--- config.mk ---
export PLATFORM = sky130hd
export DESIGN_NAME = pfm_mux
export DESIGN_NICKNAME = d
export VERILOG_FILES = /design/src/pkg/pfm_pkg.sv /design/src/design/pfm_mux.sv
export SDC_FILE = /design/constraint.sdc
export NUM_CORES = 1
export LEC_CHECK = 0
export ABC_AREA = 1
export BUFFER_PORTS_ARGS = -buffer_cell sky130_fd_sc_hd__buf_2
export CAP_MARGIN = 15
export CELL_PAD_IN_SITES_DETAIL_PLACEMENT = 0
export CELL_PAD_IN_SITES_GLOBAL_PLACEMENT = 2
export CORE_ASPECT_RATIO = 0.9
export CORE_MARGIN = 2
export CORE_UTILIZATION = 15
export CTS_CLUSTER_DIAMETER = 150
export DETAILED_ROUTE_END_ITERATION = 8
export GPL_TIMING_DRIVEN = 0
export PLACE_DENSITY = 0.89
export SLEW_MARGIN = 20
export SYNTH_ARGS = -nofsm -noshare
export SYNTH_HDL_FRONTEND = slang
export SYNTH_SLANG_ARGS = --single-unit
--- constraint.sdc ---
create_clock -name i_core_clk -period 2.38 [get_ports i_core_clk]
set_clock_uncertainty 0.2 [all_clocks]
set_input_delay 0.714 -clock i_core_clk [delete_from_list [all_inputs] [get_ports i_core_clk]]
set_output_delay 0.714 -clock i_core_clk [all_outputs]
set_load 0.005 [all_outputs]
--- src/pkg/pfm_pkg.sv ---
// package for the pin function multiplexer: register addresses, bit positions, codes
// assumes an 8-bit controller-side register port with 16-bit addresses
package pfm_pkg;
  // ==========================================================
  // register addresses and reset values
  localparam logic [15:0] PIN_SELECT_TWO_ADDR   = 16'h7f40;
  localparam logic [15:0] PIN_SELECT_THREE_ADDR = 16'h7f30;
  localparam logic [7:0]  PIN_SELECT_RESET      = 8'h00;
  // ==========================================================
  // pin_select_two fields
  localparam int GP10_SEL_HI    = 7;
  localparam int GP10_SEL_LO    = 6;
  localparam int GP6_SEL_HI     = 5;
  localparam int GP6_SEL_LO     = 4;
  localparam int OUTPUT_PIN_11_PWM_SEL  = 3;
  localparam int DMA3_SEL       = 2;
  localparam int DMA2_REQ_SEL   = 1;
  localparam int EXTRA_SCAN_SEL = 0;
  // ==========================================================
  // pin_select_three fields
  localparam int GP7_BUFFER_SEL    = 7;
  localparam int KBD_RESET_ALT_SEL = 6;
  localparam int OUTPUT_PIN_0_BUFFER_SEL   = 5;
  localparam int SECOND_BUS_SEL    = 4;
  localparam int FLASH_CS_SEL      = 3;
  localparam int SMI_ROUTE_SEL     = 2;
  localparam int DMA2_ACK_SEL      = 1;
  // ==========================================================
  // two-bit pin select codes
  typedef enum logic [1:0] {
    PFM_SEL_GPIO     = 2'h0,
    PFM_SEL_INFRARED = 2'h1,
    PFM_SEL_IR_RX    = 2'h2,
    PFM_SEL_RESERVED = 2'h3
  } pfm_sel_t;
endpackage

--- src/design/pfm_mux.sv ---
// pin function multiplexer: two select registers and the pin routing they steer
// assumes registers reached by the controller's byte port; pad logic resolves enables
`timescale 1ns/1ps
module pfm_mux (
  input  wire logic        i_core_clk,
  input  wire logic        i_rst_b,
  input  wire logic [15:0] i_reg_addr,
  input  wire logic        i_reg_wr,
  input  wire logic [7:0]  i_reg_wdata,
  output logic      [7:0]  o_reg_rdata,
  input  wire logic        i_gate_a20_sel,
  input  wire logic        i_drive1_sel,
  input  wire logic        i_smi_mask_reg,
  input  wire logic        i_gp18_dir,
  // general pin 10 and 6
  input  wire logic        i_gp10_out,
  input  wire logic        i_gp10_oe_b,
  input  wire logic        i_gp6_out,
  input  wire logic        i_gp6_oe_b,
  input  wire logic        i_infrared_mode_out,
  output logic             o_infrared_rx_third,
  input  wire logic        i_general_pin_10,
  output logic             o_general_pin_10,
  output logic             o_general_pin_10_oe_b,
  input  wire logic        i_general_pin_6,
  output logic             o_general_pin_6,
  output logic             o_general_pin_6_oe_b,
  // output pins
  input  wire logic [11:0] i_out_latch,
  input  wire logic        i_pulse_width_out_1,
  input  wire logic        i_dma_request_ch3,
  input  wire logic        i_dma_request_ch2,
  input  wire logic        i_cpu_reset,
  input  wire logic        i_keyboard_reset_out,
  input  wire logic        i_drive_select_1_n,
  input  wire logic        i_motor_on_1_n,
  input  wire logic        i_system_mgmt_int_n,
  output logic             o_output_pin_11,
  output logic             o_output_pin_9,
  output logic             o_output_pin_8,
  output logic             o_output_pin_7,
  output logic             o_output_pin_7_oe_b,
  output logic             o_output_pin_6,
  output logic             o_output_pin_5,
  output logic             o_output_pin_0,
  output logic             o_output_pin_0_oe_b,
  output logic             o_sirq_slot3_smi,
  // dma acknowledges
  input  wire logic        i_general_pin_19,
  input  wire logic        i_gp19_out,
  input  wire logic        i_gp19_oe_b,
  output logic             o_general_pin_19,
  output logic             o_general_pin_19_oe_b,
  output logic             o_dma_ack_ch3_n,
  input  wire logic        i_general_pin_18,
  input  wire logic        i_gp18_out,
  output logic             o_general_pin_18,
  output logic             o_general_pin_18_oe_b,
  output logic             o_dma_ack_ch2_n,
  output logic             o_gp18_in,
  // scan lines
  input  wire logic [15:12] i_scan_out,
  output logic             o_scan_out_12,
  output logic             o_scan_out_13,
  output logic             o_scan_out_13_oe_b,
  input  wire logic        i_scan_out_13,
  // general pins 4, 5, 7
  input  wire logic [1:0]  i_gp45_out,
  input  wire logic [1:0]  i_gp45_oe_b,
  output logic      [1:0]  o_general_pin_4_5,
  output logic      [1:0]  o_general_pin_4_5_oe_b,
  input  wire logic        i_gp7_out,
  input  wire logic        i_gp7_oe_b,
  output logic             o_general_pin_7,
  output logic             o_general_pin_7_oe_b,
  // second two-wire bus on general pins 11 (data) and 12 (clock)
  input  wire logic [1:0]  i_gp1112_out,
  input  wire logic [1:0]  i_gp1112_oe_b,
  input  wire logic [1:0]  i_bus2_drive_low,
  input  wire logic [1:0]  i_general_pin_11_12,
  output logic      [1:0]  o_general_pin_11_12,
  output logic      [1:0]  o_general_pin_11_12_oe_b,
  output logic      [1:0]  o_bus2_in,
  // flash chip select / general pin 0
  input  wire logic        i_flash_chip_select_n,
  input  wire logic        i_gp0_out,
  input  wire logic        i_gp0_oe_b,
  output logic             o_flash_pin,
  output logic             o_flash_pin_oe_b,
  // general pin 17
  input  wire logic        i_address_line_20_gate,
  input  wire logic        i_gp17_out,
  input  wire logic        i_gp17_oe_b,
  output logic             o_general_pin_17,
  output logic             o_general_pin_17_oe_b
);

  // ==========================================================
  // address decode, shared by the write strobes and the read mux
  logic hit_two;
  logic hit_three;

  assign hit_two   = i_reg_addr == pfm_pkg::PIN_SELECT_TWO_ADDR;
  assign hit_three = i_reg_addr == pfm_pkg::PIN_SELECT_THREE_ADDR;

  // ==========================================================
  // select registers
  logic [7:0] pin_select_two;
  logic [7:0] pin_select_three;

  always_ff @(posedge i_core_clk) begin
    if (!i_rst_b) begin
      pin_select_two <= pfm_pkg::PIN_SELECT_RESET;
    end else if (i_reg_wr && hit_two) begin
      pin_select_two <= i_reg_wdata;
    end
  end

  always_ff @(posedge i_core_clk) begin
    if (!i_rst_b) begin
      pin_select_three <= pfm_pkg::PIN_SELECT_RESET;
    end else if (i_reg_wr && hit_three) begin
      pin_select_three <= i_reg_wdata;
    end
  end

  // unmapped addresses read zero
  always_comb begin
    if (hit_two) begin
      o_reg_rdata = pin_select_two;
    end else if (hit_three) begin
      o_reg_rdata = pin_select_three;
    end else begin
      o_reg_rdata = 8'h00;
    end
  end

  // ==========================================================
  // field aliases
  pfm_pkg::pfm_sel_t gp10_sel;
  pfm_pkg::pfm_sel_t gp6_sel;
  logic              output_pin_11_pwm_sel;
  logic              dma3_sel;
  logic              dma2_req_sel;
  logic              extra_scan_sel;
  logic              gp7_buffer_sel;
  logic              kbd_reset_alt_sel;
  logic              output_pin_0_buffer_sel;
  logic              second_bus_sel;
  logic              flash_cs_sel;
  logic              smi_route_sel;
  logic              dma2_ack_sel;

  assign gp10_sel = pfm_pkg::pfm_sel_t'({pin_select_two[pfm_pkg::GP10_SEL_HI],
                                         pin_select_two[pfm_pkg::GP10_SEL_LO]});
  assign gp6_sel  = pfm_pkg::pfm_sel_t'({pin_select_two[pfm_pkg::GP6_SEL_HI],
                                         pin_select_two[pfm_pkg::GP6_SEL_LO]});
  assign output_pin_11_pwm_sel     = pin_select_two[pfm_pkg::OUTPUT_PIN_11_PWM_SEL];
  assign dma3_sel          = pin_select_two[pfm_pkg::DMA3_SEL];
  assign dma2_req_sel      = pin_select_two[pfm_pkg::DMA2_REQ_SEL];
  assign extra_scan_sel    = pin_select_two[pfm_pkg::EXTRA_SCAN_SEL];
  assign gp7_buffer_sel    = pin_select_three[pfm_pkg::GP7_BUFFER_SEL];
  assign kbd_reset_alt_sel = pin_select_three[pfm_pkg::KBD_RESET_ALT_SEL];
  assign output_pin_0_buffer_sel   = pin_select_three[pfm_pkg::OUTPUT_PIN_0_BUFFER_SEL];
  assign second_bus_sel    = pin_select_three[pfm_pkg::SECOND_BUS_SEL];
  assign flash_cs_sel      = pin_select_three[pfm_pkg::FLASH_CS_SEL];
  assign smi_route_sel     = pin_select_three[pfm_pkg::SMI_ROUTE_SEL];
  assign dma2_ack_sel      = pin_select_three[pfm_pkg::DMA2_ACK_SEL];

  // ==========================================================
  // shared two-bit select decode for general pins 10 and 6
  // returns {out, oe_b}; reserved code floats the pad as input
  function automatic logic [1:0] pfm_ir_pin(input pfm_pkg::pfm_sel_t sel,
                                            input logic gp_out,
                                            input logic gp_oe_b,
                                            input logic infrared_mode_out);
    logic [1:0] res;
    res = 2'h1;
    case (sel)
      pfm_pkg::PFM_SEL_GPIO:     res = {gp_out, gp_oe_b};
      pfm_pkg::PFM_SEL_INFRARED: res = {infrared_mode_out, 1'b0};
      default:                   res = {1'b0, 1'b1};
    endcase
    return res;
  endfunction

  assign {o_general_pin_10, o_general_pin_10_oe_b} =
    pfm_ir_pin(gp10_sel, i_gp10_out, i_gp10_oe_b, i_infrared_mode_out);
  assign {o_general_pin_6, o_general_pin_6_oe_b} =
    pfm_ir_pin(gp6_sel, i_gp6_out, i_gp6_oe_b, i_infrared_mode_out);

  // third rx input idles high when no pin provides it; pin 10 wins if both select it
  always_comb begin
    if (gp10_sel == pfm_pkg::PFM_SEL_IR_RX) begin
      o_infrared_rx_third = i_general_pin_10;
    end else if (gp6_sel == pfm_pkg::PFM_SEL_IR_RX) begin
      o_infrared_rx_third = i_general_pin_6;
    end else begin
      o_infrared_rx_third = 1'b1;
    end
  end

  // ==========================================================
  // output pins
  assign o_output_pin_11 = output_pin_11_pwm_sel ? i_pulse_width_out_1 : i_out_latch[11];
  assign o_output_pin_9  = dma3_sel ? i_dma_request_ch3 : i_out_latch[9];

  logic output_pin_8_or_reset;
  assign output_pin_8_or_reset  = i_gate_a20_sel ? i_cpu_reset : i_out_latch[8];
  assign o_output_pin_8 = dma2_req_sel ? i_dma_request_ch2 : output_pin_8_or_reset;
  assign o_scan_out_12  = dma2_ack_sel ? output_pin_8_or_reset : i_scan_out[12];

  always_comb begin
    if (i_drive1_sel) begin
      o_output_pin_5 = i_drive_select_1_n;
    end else if (kbd_reset_alt_sel) begin
      o_output_pin_5 = i_keyboard_reset_out;
    end else begin
      o_output_pin_5 = i_out_latch[5];
    end
  end
  assign o_output_pin_6 = i_drive1_sel ? i_motor_on_1_n : i_out_latch[6];

  // open-drain drives only a low and releases the pad for a one
  function automatic logic pfm_od_oe_b(input logic oe_b,
                                       input logic value,
                                       input logic open_drain);
    return oe_b | (open_drain & value);
  endfunction

  assign o_output_pin_0      = i_out_latch[0];
  // push-pull only when selected, since the pad resets as open-drain
  assign o_output_pin_0_oe_b = pfm_od_oe_b(1'b0, i_out_latch[0], !output_pin_0_buffer_sel);

  // ==========================================================
  // smi routing: mask keeps the parallel smi released (inactive high)
  always_comb begin
    if (smi_route_sel) begin
      o_output_pin_7      = 1'b0;
      o_output_pin_7_oe_b = i_smi_mask_reg | i_system_mgmt_int_n;
      o_sirq_slot3_smi    = 1'b0;
    end else begin
      o_output_pin_7      = i_out_latch[7];
      o_output_pin_7_oe_b = 1'b0;
      o_sirq_slot3_smi    = !i_smi_mask_reg;
    end
  end

  // ==========================================================
  // dma acknowledges
  assign o_general_pin_19      = i_gp19_out;
  assign o_general_pin_19_oe_b = dma3_sel ? 1'b1 : i_gp19_oe_b;
  assign o_dma_ack_ch3_n       = dma3_sel ? i_general_pin_19 : 1'b1;

  // ack select clear: gp18 is gpio, ack readable when firmware makes it an input
  assign o_general_pin_18      = i_gp18_out;
  assign o_general_pin_18_oe_b = dma2_ack_sel ? 1'b1 : !i_gp18_dir;
  assign o_dma_ack_ch2_n       = (dma2_ack_sel || !i_gp18_dir) ? i_general_pin_18 : 1'b1;
  // gpio 18 read path follows the pin that carries it
  assign o_gp18_in             = dma2_ack_sel ? i_scan_out_13 : i_general_pin_18;
  assign o_scan_out_13         = dma2_ack_sel ? i_gp18_out : i_scan_out[13];
  assign o_scan_out_13_oe_b    = dma2_ack_sel ? !i_gp18_dir : 1'b0;

  // ==========================================================
  // general pins 4, 5, 7
  assign o_general_pin_4_5     = extra_scan_sel ? i_scan_out[15:14] : i_gp45_out;
  assign o_general_pin_4_5_oe_b = extra_scan_sel ? 2'h0 : i_gp45_oe_b;

  assign o_general_pin_7       = i_gp7_out;
  // open-drain releases on a one instead of driving it
  assign o_general_pin_7_oe_b  = pfm_od_oe_b(i_gp7_oe_b, i_gp7_out, gp7_buffer_sel);

  // ==========================================================
  // second two-wire bus: open-drain, only pulls low
  assign o_general_pin_11_12      = second_bus_sel ? 2'h0 : i_gp1112_out;
  assign o_general_pin_11_12_oe_b = second_bus_sel ? ~i_bus2_drive_low : i_gp1112_oe_b;
  assign o_bus2_in                = second_bus_sel ? i_general_pin_11_12 : 2'h3;

  // ==========================================================
  // flash chip select and general pin 17
  assign o_flash_pin      = flash_cs_sel ? i_gp0_out : i_flash_chip_select_n;
  assign o_flash_pin_oe_b = flash_cs_sel ? i_gp0_oe_b : 1'b0;

  assign o_general_pin_17      = i_gate_a20_sel ? i_address_line_20_gate : i_gp17_out;
  assign o_general_pin_17_oe_b = i_gate_a20_sel ? 1'b0 : i_gp17_oe_b;

endmodule

==> results of run 1 <==
[cells in the final DEF, fill, tap and decap left out, drive strengths merged]
master / n
buf: 145
nand2: 83
nor2: 49
inv: 48
dfxtp: 16
nand4: 9
o22ai: 8
o21ai: 7
or2: 4
clkbuf: 4
a21oi: 3
nand3: 2
diode: 1
mux2i: 1
a21o: 1
mux2: 1
nor3: 1
[routing by layer]
metal | part of all wire [%] | track usage [%] | up-vias
met5 | 0 | 0 | -
met4 | 1.4 | 3.266 | 0
met3 | 7.5 | 2.011 | 5
met2 | 45 | 17.98 | 77
met1 | 47 | 12.14 | 775
li1 | - | - | 1007
[critical path: stages]
cell     delay (ps)
buf_2           110
nor2_4           90
nand2_4          70
nor2_4          120
buf_6           140
nand2_8          90
o22ai_2         170
buf_2           140
[repair_timing]
item | in CTS | in global routing
resized for setup | 17 | 11
endpoints found under the setup margin | 8 | 8
endpoints found under the hold margin | 0 | 0
buffers inserted | 6 | 2
pin swaps | 8 | 11
[logic make-up after synthesis]
logic type	Yosys count	share of synthesized area, %
AO/OA/AOI/OAI	19	7.992
buffers and inverters	58	18.59
flip-flops	16	23.79
multiplexers	2	1.580
AND/OR/NAND/NOR	148	48.05
[state kept, by name, indices dropped and copies added, names as in the netlist]
signal,cells
pin_select_three,8
pin_select_two,8
[metrics by stage]
stage	setup WS (ps)	total power, mW	area, sq um	hold slack [ps]
3_3_place_gp	-343.0	0.4301	2136	300.4
5_1_grt	-254.2	0.6870	2380	405.9
3_5_place_dp	-373.6	0.4330	2136	305.8
6_report	-197.0	0.6465	2382	316.2
4_1_cts	-202.4	0.6492	2316	318.0
2_1_floorplan	4.454	0.3289	1346	288.8
[worst min path at each step]
stage	end	slack, ps	cells after the start
after CTS	pin_select_three[0]$_SDFFE_PN0P_	320	4
final	pin_select_three[0]$_SDFFE_PN0P_	320	4
after detailed placement	pin_select_three[0]$_SDFFE_PN0P_	310	4
after global routing	pin_select_three[0]$_SDFFE_PN0P_	410	4
after floorplan	pin_select_three[0]$_SDFFE_PN0P_	290	4
after global placement	pin_select_three[0]$_SDFFE_PN0P_	300	4
[where the power goes]
| group | switching [mW] | leakage, nW | internal (mW) |
|---|---|---|---|
| logic | 0.0719 | 1.19 | 0.0963 |
| registers | 0.00000354 | 0.129 | 0.268 |
| clock network | 0.0982 | 0.0216 | 0.112 |
| total | 0.170 | 1.34 | 0.476 |
[area by class of cell]
cell class	count	area (sq um)
fill	992	6266
multi-input combinational	169	879.6
timing repair buffer	136	732.0
sequential	16	320.3
inverter	48	180.2
tap	119	148.9
buffer	10	77.57
clock buffer	3	41.29
antenna	1	2.502
==> metrics.md, run 1 <==
| Metric | Value |
|---|---|
| Nets | 472 |
| Startpoint Class | input port |
| Hold buffers post-CTS | 0 |
| Worst skew pair latency | 250 ps |
| Crit path kind | input port to output pin |
| Initial antenna violation count | 0 |
| Yosys warns | 0 |
| Die area | 0.009750 sq mm |
| Die height | 93.88 microns |
| Share of the synthesized area in the top cell type | 23.79% |
| Core footprint | 0.008648 sq mm |
| Final routed DRC violation total | 0 |
| Num rows | 32 |
| Crit Path Max Fanout | 8 |
| Achievable Freq | 388.0 MHz |
| Crit Reg-Reg Endpoint | pin_select_three[4]$_SDFFE_PN0P_ |
| Die width | 103.9 microns |
| Worst Tran Pin Value | 321.5 ps |
| Min setup slack post-route | -197.0 ps |
| Largest cells by area after synthesis | dfxtp_1 (24%), nand2_1 (22%), inv_1 (13%), nor2_1 (13%), nand4_1 (4.2%) |
| Drt total wl | 4892 microns |
| Register area share after synthesis | 23.79% |
| Finished Layout Cells | 502 |
| DR WL/cell | 9.745 microns |
| Global route total overflow | 0 |
| Clk root buf | clkbuf_8 |
| Top-count cell post-synth | nand2_1 |
| Flop-to-flop setup slack | 1360 ps |
| Clock transition at path regs | 60 ps |
| Post-synthesis cell area | 0.001346 sq mm |
| Cells after DPL | 490 |
| # setup viols final | 8 |
| Mapped Cells | 243 |
| Share of layout cells above drive strength 1 | 47.12% |
| Critical path endpoint | o_reg_rdata[4] |
| Final core occ | 27.55% |
| Worst R2R Start | pin_select_three[4]$_SDFFE_PN0P_ |
| Tcrit/Tclk final | 108.3% |
| Synth area leader | dfxtp_1 |
| Vias in the first global route | 1,848 |
| Area grow syn2layout | 76.95% |
| Clock buffer depth | 2 |
| Via count | 1,864 |
| Most common flop cell mapped by yosys | dfxtp_1 |
| Synth Net Count | 331 |
| Pwr dens | 271.4 mW/mm^2 |
| Final ANT Viol Nets | 0 |
| HP Class | register to register |
| HPWL Detailed | 4118 microns |
| VDD IR max | 87.28 uV |
| Final Hold Fails | 0 |
| Max-cap violations | 0 |
| Number of synthesized flops with an enable pin | 0 |
| Worst path required time | 1470 ps |
| Pin count of the biggest net entering global routing | 11 |
| Max_slew headroom | 78.57% |
| Setup TNS | -1307 ps |
| 1st-pass router iterations | 5 |
| Setup crit start | i_reg_addr[3] |
| Number of synthesized register bits | 16 |
| Synth cell types | 24 |
| # IOs | 137 |
| Min Tclk post-route | 2577 ps |
| Total GRT Usage | 10.06% |
| Status | finished with violations |
| Slew Viols, Final | 0 |
| Violations in the final reports | setup timing |
| Post-synth top cells | nand2_1 (78), inv_1 (45), nor2_1 (45) |
| Leak Pwr | 1.342 nW |
| Crit end category | output pin |
| Crit path DAT | 1660 ps |
| PortBufs | 128 |
| CTS sink cnt | 16 |
| Average vias per placed instance | 3.713 |
| Unrepaired setup endpoints after global routing | true |
| CTS H-tree lvls | 1 |
| Reg2Reg Depth | 4 |
| First-pass GRT wire length | 8100 microns |
| Synth async-reset ratio | 0% |
| Syn avg cell area | 5.540 sq um |
| Initial core utilization | 15.57% |
| CTS tree | built |
| Gpl congestion | 0.7069 |
| First DRT Iteration DRCs | 77 |
| CTS buffer count | 3 |
| Hold path start | pin_select_three[0]$_SDFFE_PN0P_ |
Power figures use the tool's default switching activity.
==> run 2, diff against run 1 <==
==> constraint.sdc (replaced) <==
create_clock -name i_core_clk -period 2.38 [get_ports i_core_clk]
set_clock_uncertainty 0.2 [all_clocks]
set_input_delay 0.238 -clock i_core_clk [delete_from_list [all_inputs] [get_ports i_core_clk]]
set_output_delay 0.238 -clock i_core_clk [all_outputs]
set_load 0.005 [all_outputs]
==> run 2 against run 1 <==
The flow now finishes without violations. Combinational power fell by 7%. Utilization fell by 2.3 points. Register-to-register slack barely moved. Sequential power barely moved. Count of clock-buffer cells in the layout did not move. Critical path type unchanged. Critical endpoint unchanged. Largest power group unchanged.
==> metrics.md, run 2 (synthesis gave the netlist of run 1 again) <==
| Metric | Value |
|---|---|
| Core footprint | 0.008648 sq mm (unchanged) |
| Initial antenna violation count | 0 (unchanged) |
| Gpl congestion | 0.7069 (unchanged) |
| Share of layout cells above drive strength 1 | 42.51% (-4.6 points) |
| Post-placement setup slack | 578.4 ps (+952.0 ps) |
| HP Class | input port to register |
| Worst Tran Pin Value | 325.3 ps (+3.826 ps) |
| Pwr dens | 290.8 mW/mm^2 (+7.2%) |
| # IOs | 137 (unchanged) |
| Finished Layout Cells | 494 (-1.6%) |
| Slew Viols, Final | 0 (unchanged) |
| NetSw | 0.1648 mW (-3.1%) |
| CTS buffer count | 3 (unchanged) |
| Hold path start | i_reg_wdata[5] |
| Via count | 1,822 (-2.3%) |
| Switching Share | 26.00% (-0.31 points) |
| Max-cap violations | 0 (unchanged) |
| Biggest regs | pin_select_three: 8 flops, pin_select_two: 8 flops |
| VDD IR max | 86.50 uV (-0.90%) |
| Setup repair bufs after CTS | 0 (-6) |
| CTS sink cnt | 16 (unchanged) |
| Drt total wl | 4779 microns (-2.3%) |
| Unrepaired setup endpoints after global routing | false |
| Sequential fraction of design power | 42.2% (+0.8 points) |
| Status | finished clean |
| Nets | 464 (-1.7%) |
| Most frequent cells in the layout | buf_2 (130), nand2_1 (78), inv_1 (45), nor2_1 (45), dfxtp_1 (16) |
| CTS tree | built |
| Max_slew headroom | 78.31% (-0.26 points) |
| Crit end category | output pin |
| Die area | 0.009750 sq mm (unchanged) |
| Area grow syn2layout | 61.90% |
| DR WL/cell | 9.674 microns (-0.73%) |
| Crit path DAT | 1360 ps (-300 ps) |
| Int Pwr | 0.4691 mW (-1.5%) |
| Average vias per placed instance | 3.688 (-0.67%) |
| CTS H-tree lvls | 1 (unchanged) |
| Tcrit/Tclk final | 75.40% (-33 points) |
| Vias in the first global route | 1,780 (-3.7%) |
| Clk network pwr share | 33.0% (+0.4 points) |
| Critical Path, Cell by Cell | buf_2 -> inv_1 -> nand4_1 -> nor2_4 -> buf_4 -> nand2_2 -> o22ai_1 -> buf_2 |
| Initial core utilization | 15.57% (unchanged) |
| Total GRT Usage | 9.789% (-0.27 points) |
| Min Tclk post-route | 1794 ps (-782.5 ps) |
| CP bufs+invs | 4 (+1) |
| Combinational share of power | 24.7% (-1.3 points) |
| Min setup slack post-route | 585.5 ps (+782.5 ps) |
| PortBufs | 128 (unchanged) |
| WHS | 24.18 ps (-292.0 ps) |
| Crit path kind | input port to output pin |
| HPWL Detailed | 4118 microns (unchanged) |
| Clock transition at path regs | 60 ps (about the same) |
| CP max-delay cell | buf_4 |
| Worst skew pair latency | 250 ps (about the same) |
| Max incr delay on CP | 210 ps (+40 ps) |
| Commonest non-fill, non-tap cell in the layout | buf_2 |
| Design Power | 0.6339 mW (-1.9%) |
| Leak Pwr | 1.293 nW (-3.6%) |
| Num rows | 32 (unchanged) |
| 1st-pass router iterations | 5 (unchanged) |
| Clk root buf | clkbuf_8 |
| Final ANT Viol Nets | 0 (unchanged) |
| # setup viols final | 0 (-8) |
| Die width | 103.9 microns (unchanged) |
| First DRT Iteration DRCs | 82 (+6.5%) |
| Post_cts resized | 0 (-17) |
| Final Hold Fails | 0 (unchanged) |
| Most used cell, CP | buf_2 |
| Worst path required time | 1940 ps (+470 ps) |
| Global route total overflow | 0 (unchanged) |
| Hold buffers post-CTS | 0 (unchanged) |
| First-pass GRT wire length | 7852 microns (-3.1%) |
| Worst R2R Start | pin_select_three[4]$_SDFFE_PN0P_ |
| Achievable Freq | 557.3 MHz (+44%) |
| Setup TNS | 0 ps (+1307 ps) |
| Crit Path Max Fanout | 10 (+2) |
| Clock buffer depth | 2 (unchanged) |
| Setup crit start | i_reg_addr[15] |
| Startpoint Class | input port |
| Cells after DPL | 490 (unchanged) |
| Pin count of the biggest net entering global routing | 11 (unchanged) |
| Dominant delay contributor by cell family on the critical path | buffers and inverters |
| Final routed DRC violation total | 0 (unchanged) |
| Die height | 93.88 microns (unchanged) |
==> run 2: area by class of cell <==
type,instances,area (sq um)
fillers,1006,6469
multi-input cells,169,775.7
repair buffers,128,640.6
flip-flops and latches,16,320.3
inverters,48,180.2
well taps,119,148.9
plain buffers,10,70.07
clock buffers,3,41.29
diodes,1,2.502
==> run 2: power groups by stage <==
stage	Sequential, mW	Combinational, mW	Clock [mW]
6_report	0.268	0.157	0.209
5_1_grt	0.267	0.179	0.229
4_1_cts	0.268	0.160	0.217
3_5_place_dp	0.274	0.159	0
3_3_place_gp	0.274	0.156	0
2_1_floorplan	0.274	0.0552	0
==> run 2: worst paths after layout <==
check	endpoint	slack, ps	cells past startpoint
max	o_reg_rdata[4]	590	8
min	pin_select_three[5]$_SDFFE_PN0P_	20	3
max reg2reg	pin_select_three[4]$_SDFFE_PN0P_	1360	4
min reg2reg	pin_select_three[0]$_SDFFE_PN0P_	320	4
==> run 2: through the flow <==
step	area, sq um	util, %
final	2180	25.20
after global routing	2177	25.17
after CTS	2177	25.17
after detailed placement	2136	24.70
after global placement	2136	24.70
after floorplan	1346	-
==> run 2: layer usage <==
metal	up-vias	wire (microns)	track usage (%)	part of all wire, %
li1	989	-	-	-
met1	751	2265	12.01	47
met2	77	2075	17.16	43
met3	5	369	2.011	7.7
met4	0	68	3.266	1.4
met5	-	0	0	0
==> run 2: tightest hold or removal path, cell delays in order <==
cell and delay, ps:
buf_2 90, nor2_1 40, nor2_1 80
==> run 3, diff against run 2 <==
ABC_AREA = 0   (was 1)
CORE_UTILIZATION = 14   (was 15)
PLACE_DENSITY = 0.83   (was 0.89)
clock period = 1.6 ns   (was 2.38 ns; I/O delays follow)
==> run 3 against run 2 <==
The flow now finishes with violations (hold timing, setup timing). Wire length decreased by 11%. Die area fell by 5.5%. Synthesized cell count shrank 45%. First-iteration DRC count decreased by 62%. Register-to-register slack lost 690 ps. Count of clock-buffer cells in the layout rose by 1. Via count shrank 20%. Power rose by 59%. Cell area fell by 2.4%. Critical path depth shrank 1.
==> metrics.md, run 3 <==
| Metric | Value |
|---|---|
| Status | finished with violations |
| Violations in the final reports | hold timing, setup timing |
| Placed cell area | 0.001959 sq mm (-8.3%) |
| Total GRT Usage | 8.480% (-1.3 points) |
| DR WL/cell | 11.45 microns (+18%) |
| Worst path required time | 1240 ps (-700 ps) |
| Area grow syn2layout | 79.62% |
| Core footprint | 0.008145 sq mm (-5.8%) |
| CTS buffer count | 3 (unchanged) |
| Initial core utilization | 14.55% (-1.0 points) |
| Startpoint Class | input port |
| Max incr delay on CP | 320 ps (+110 ps) |
| VDD IR max | 142.3 uV (+65%) |
| Die area | 0.009216 sq mm (-5.5%) |
| Achievable Freq | 528.3 MHz |
| Yosys warns | 0 (unchanged) |
| Most common flop cell mapped by yosys | dfxtp_1 |
| Worst Tran Pin Value | 506.8 ps (+181.5 ps) |
| Critical Path, Cell by Cell | buf_6 -> nor4b_4 -> nand4_1 -> nor4b_4 -> buf_12 -> a22o_1 -> buf_2 |
| Design Area, Final | 0.002128 sq mm (-2.4%) |
| First-pass GRT wire length | 6223 microns (-21%) |
| Antenna diodes | 0 (-1) |
| Clock transition at path regs | 70 ps (about the same) |
| Max_slew headroom | 66.21% (-12 points) |
| Max-cap violations | 0 (unchanged) |
| Die width | 101.0 microns (-2.8%) |
| Post-synthesis cell area | 0.001185 sq mm (-12%) |
| # setup viols final | 9 (+9) |
| Num rows | 31 (-3.1%) |
| HP Class | input port to register |
| Clock buffer depth | 2 (unchanged) |
| Post-synth top cells | nand2_1 (26), mux2i_1 (21), dfxtp_1 (16) |
| Share of the synthesized area in the top cell type | 27.03% (+3.2 points) |
| Synth cell types | 28 (+17%) |
| Leak Pwr | 1.082 nW (-16%) |
| Pwr dens | 473.4 mW/mm^2 (+63%) |
| Average vias per placed instance | 3.927 (+6.5%) |
| CP max-delay cell | nor4b_4 |
| Most used cell, CP | nor4b_4 |
| Top-count cell post-synth | nand2_1 |
| HPWL Detailed | 3483 microns (-15%) |
| Number of synthesized flops with an enable pin | 0 (unchanged) |
| Reg2Reg Depth | 2 (-2) |
| Register area share after synthesis | 27.03% (+3.2 points) |
| CTS sink cnt | 16 (unchanged) |
| WHS | -0.4408 ps (-24.62 ps) |
| Synth Net Count | 221 (-33%) |
| Synth area leader | dfxtp_1 |
| Synth async-reset ratio | 0% (unchanged) |
| Crit Path Max Fanout | 8 (-2) |
| Final ANT Viol Nets | 0 (unchanged) |
| Unrepaired setup endpoints after global routing | true |
| Biggest regs | pin_select_three: 8 flops, pin_select_two: 8 flops |
| Pin count of the biggest net entering global routing | 11 (unchanged) |
| Tcrit/Tclk final | 118.3% |
| Worst skew pair latency | 240 ps (about the same) |
| Largest cells by area after synthesis | dfxtp_1 (27%), mux2i_1 (18%), mux2_2 (11%), nand2_1 (8.2%), a22o_1 (5.9%) |
| Crit path kind | input port to output pin |
| Number of synthesized register bits | 16 (unchanged) |
| Clk root buf | clkbuf_8 |
| Gpl congestion | 0.6697 (-5.3%) |
| Min Tclk post-route | 1893 ps |
| Drt total wl | 4258 microns (-11%) |
| Initial antenna violation count | 0 (unchanged) |
| PortBufs | 130 (+1.6%) |
| Commonest non-fill, non-tap cell in the layout | buf_2 |
| Slew Viols, Final | 0 (unchanged) |
| Syn avg cell area | 8.909 sq um (+61%) |
| First DRT Iteration DRCs | 31 (-62%) |
| 1st-pass router iterations | 4 (-1) |
| Via count | 1,461 (-20%) |
| Final Hold Fails | 1 (+1) |
| Crit end category | output pin |
| Final routed DRC violation total | 0 (unchanged) |
| Global route total overflow | 0 (unchanged) |
| Crit path DAT | 1530 ps (+170 ps) |
| Min setup slack post-route | -292.8 ps (-878.3 ps) |
| Vias in the first global route | 1,366 (-23%) |
| Filler cells | 883 (-12%) |
| Nets | 362 (-22%) |
| # IOs | 137 (unchanged) |
| Share of layout cells above drive strength 1 | 59.71% (+17 points) |
| CTS H-tree lvls | 1 (unchanged) |
| Setup TNS | -2152 ps (-2152 ps) |
| Most frequent cells in the layout | buf_2 (128), nand2_1 (26), mux2i_1 (21), dfxtp_1 (13), mux2_2 (12) |
| CTS tree | built |
| Post-placement setup slack | -641.0 ps (-1219 ps) |
| Min-Delay Path Depth | 3 (unchanged) |
| Mapped Cells | 133 (-45%) |
| Die height | 91.28 microns (-2.8%) |
==> run 3: metrics by stage <==
step                total power [mW]  std cells  utilization, %
floorplan                     0.4844        133               -
global placement              0.6364        362           24.06
detailed placement            0.6394        362           24.06
CTS                            1.029        371           25.88
global route                   1.075        372           26.13
finish                         1.007        372           26.13
==> run 3: kinds of logic after synthesis <==
| group | count (synthesis) | synth area share [%] |
|---|---|---|
| simple gates | 57 | 28.20 |
| buf+inv | 13 | 6.018 |
| compound gates | 14 | 9.609 |
| flops | 16 | 27.03 |
| mux | 33 | 29.14 |
==> run 3: worst paths after layout <==
path                                     from                          endpoint  slack [ps]
min reg2reg  pin_select_three[0]$_SDFFE_PN0P_  pin_select_three[0]$_SDFFE_PN0P_         270
max reg2reg    pin_select_two[7]$_SDFFE_PN0P_    pin_select_two[7]$_SDFFE_PN0P_         670
min                            i_reg_wdata[6]    pin_select_two[6]$_SDFFE_PN0P_        -0.4
max                             i_reg_addr[1]                    o_reg_rdata[6]        -290
==> run 3: layer usage <==
layer / vias up / track usage (%) / wire length, microns
met2: 82 / 16.33 / 2061
met4: 0 / 2.703 / 36
met3: 2 / 1.001 / 380
li1: 745 / - / -
met5: - / 0 / 0
met1: 632 / 9.475 / 1781
==> run 3: timing repair <==
item	CTS	global route
endpoints found under the hold margin	11	0
resized for setup	5	4
pin swaps	6	2
endpoints found under the setup margin	13	24
hold buffers	6	0
setup buffers	1	2
==> run 3: area by class of cell <==
cell class	count	area, sq um	area share, %
multi-input cells	104	814.5	38.27
repair buffers	139	758.2	35.63
flip-flops and latches	16	324.1	15.23
well taps	99	123.9	5.820
clock buffers	4	55.05	2.587
inverters	4	15.01	0.7055
plain buffers	6	37.54	1.764
==> run 3: worst max-delay path: cells and delay by family <==
kind,cells,cell delay [ps]
buffers and inverters,3,370
AO/OA/AOI/OAI,1,140
AND/OR/NAND/NOR,3,850
==> run 3: report_power, final <==
group	internal [mW]	leakage [nW]	switching [mW]	total (mW)
Clock	0.218	0.0288	0.145	0.363
Sequential	0.398	0.130	0.00000429	0.398
Combinational	0.156	0.923	0.0907	0.246
Total	0.772	1.08	0.236	1.01
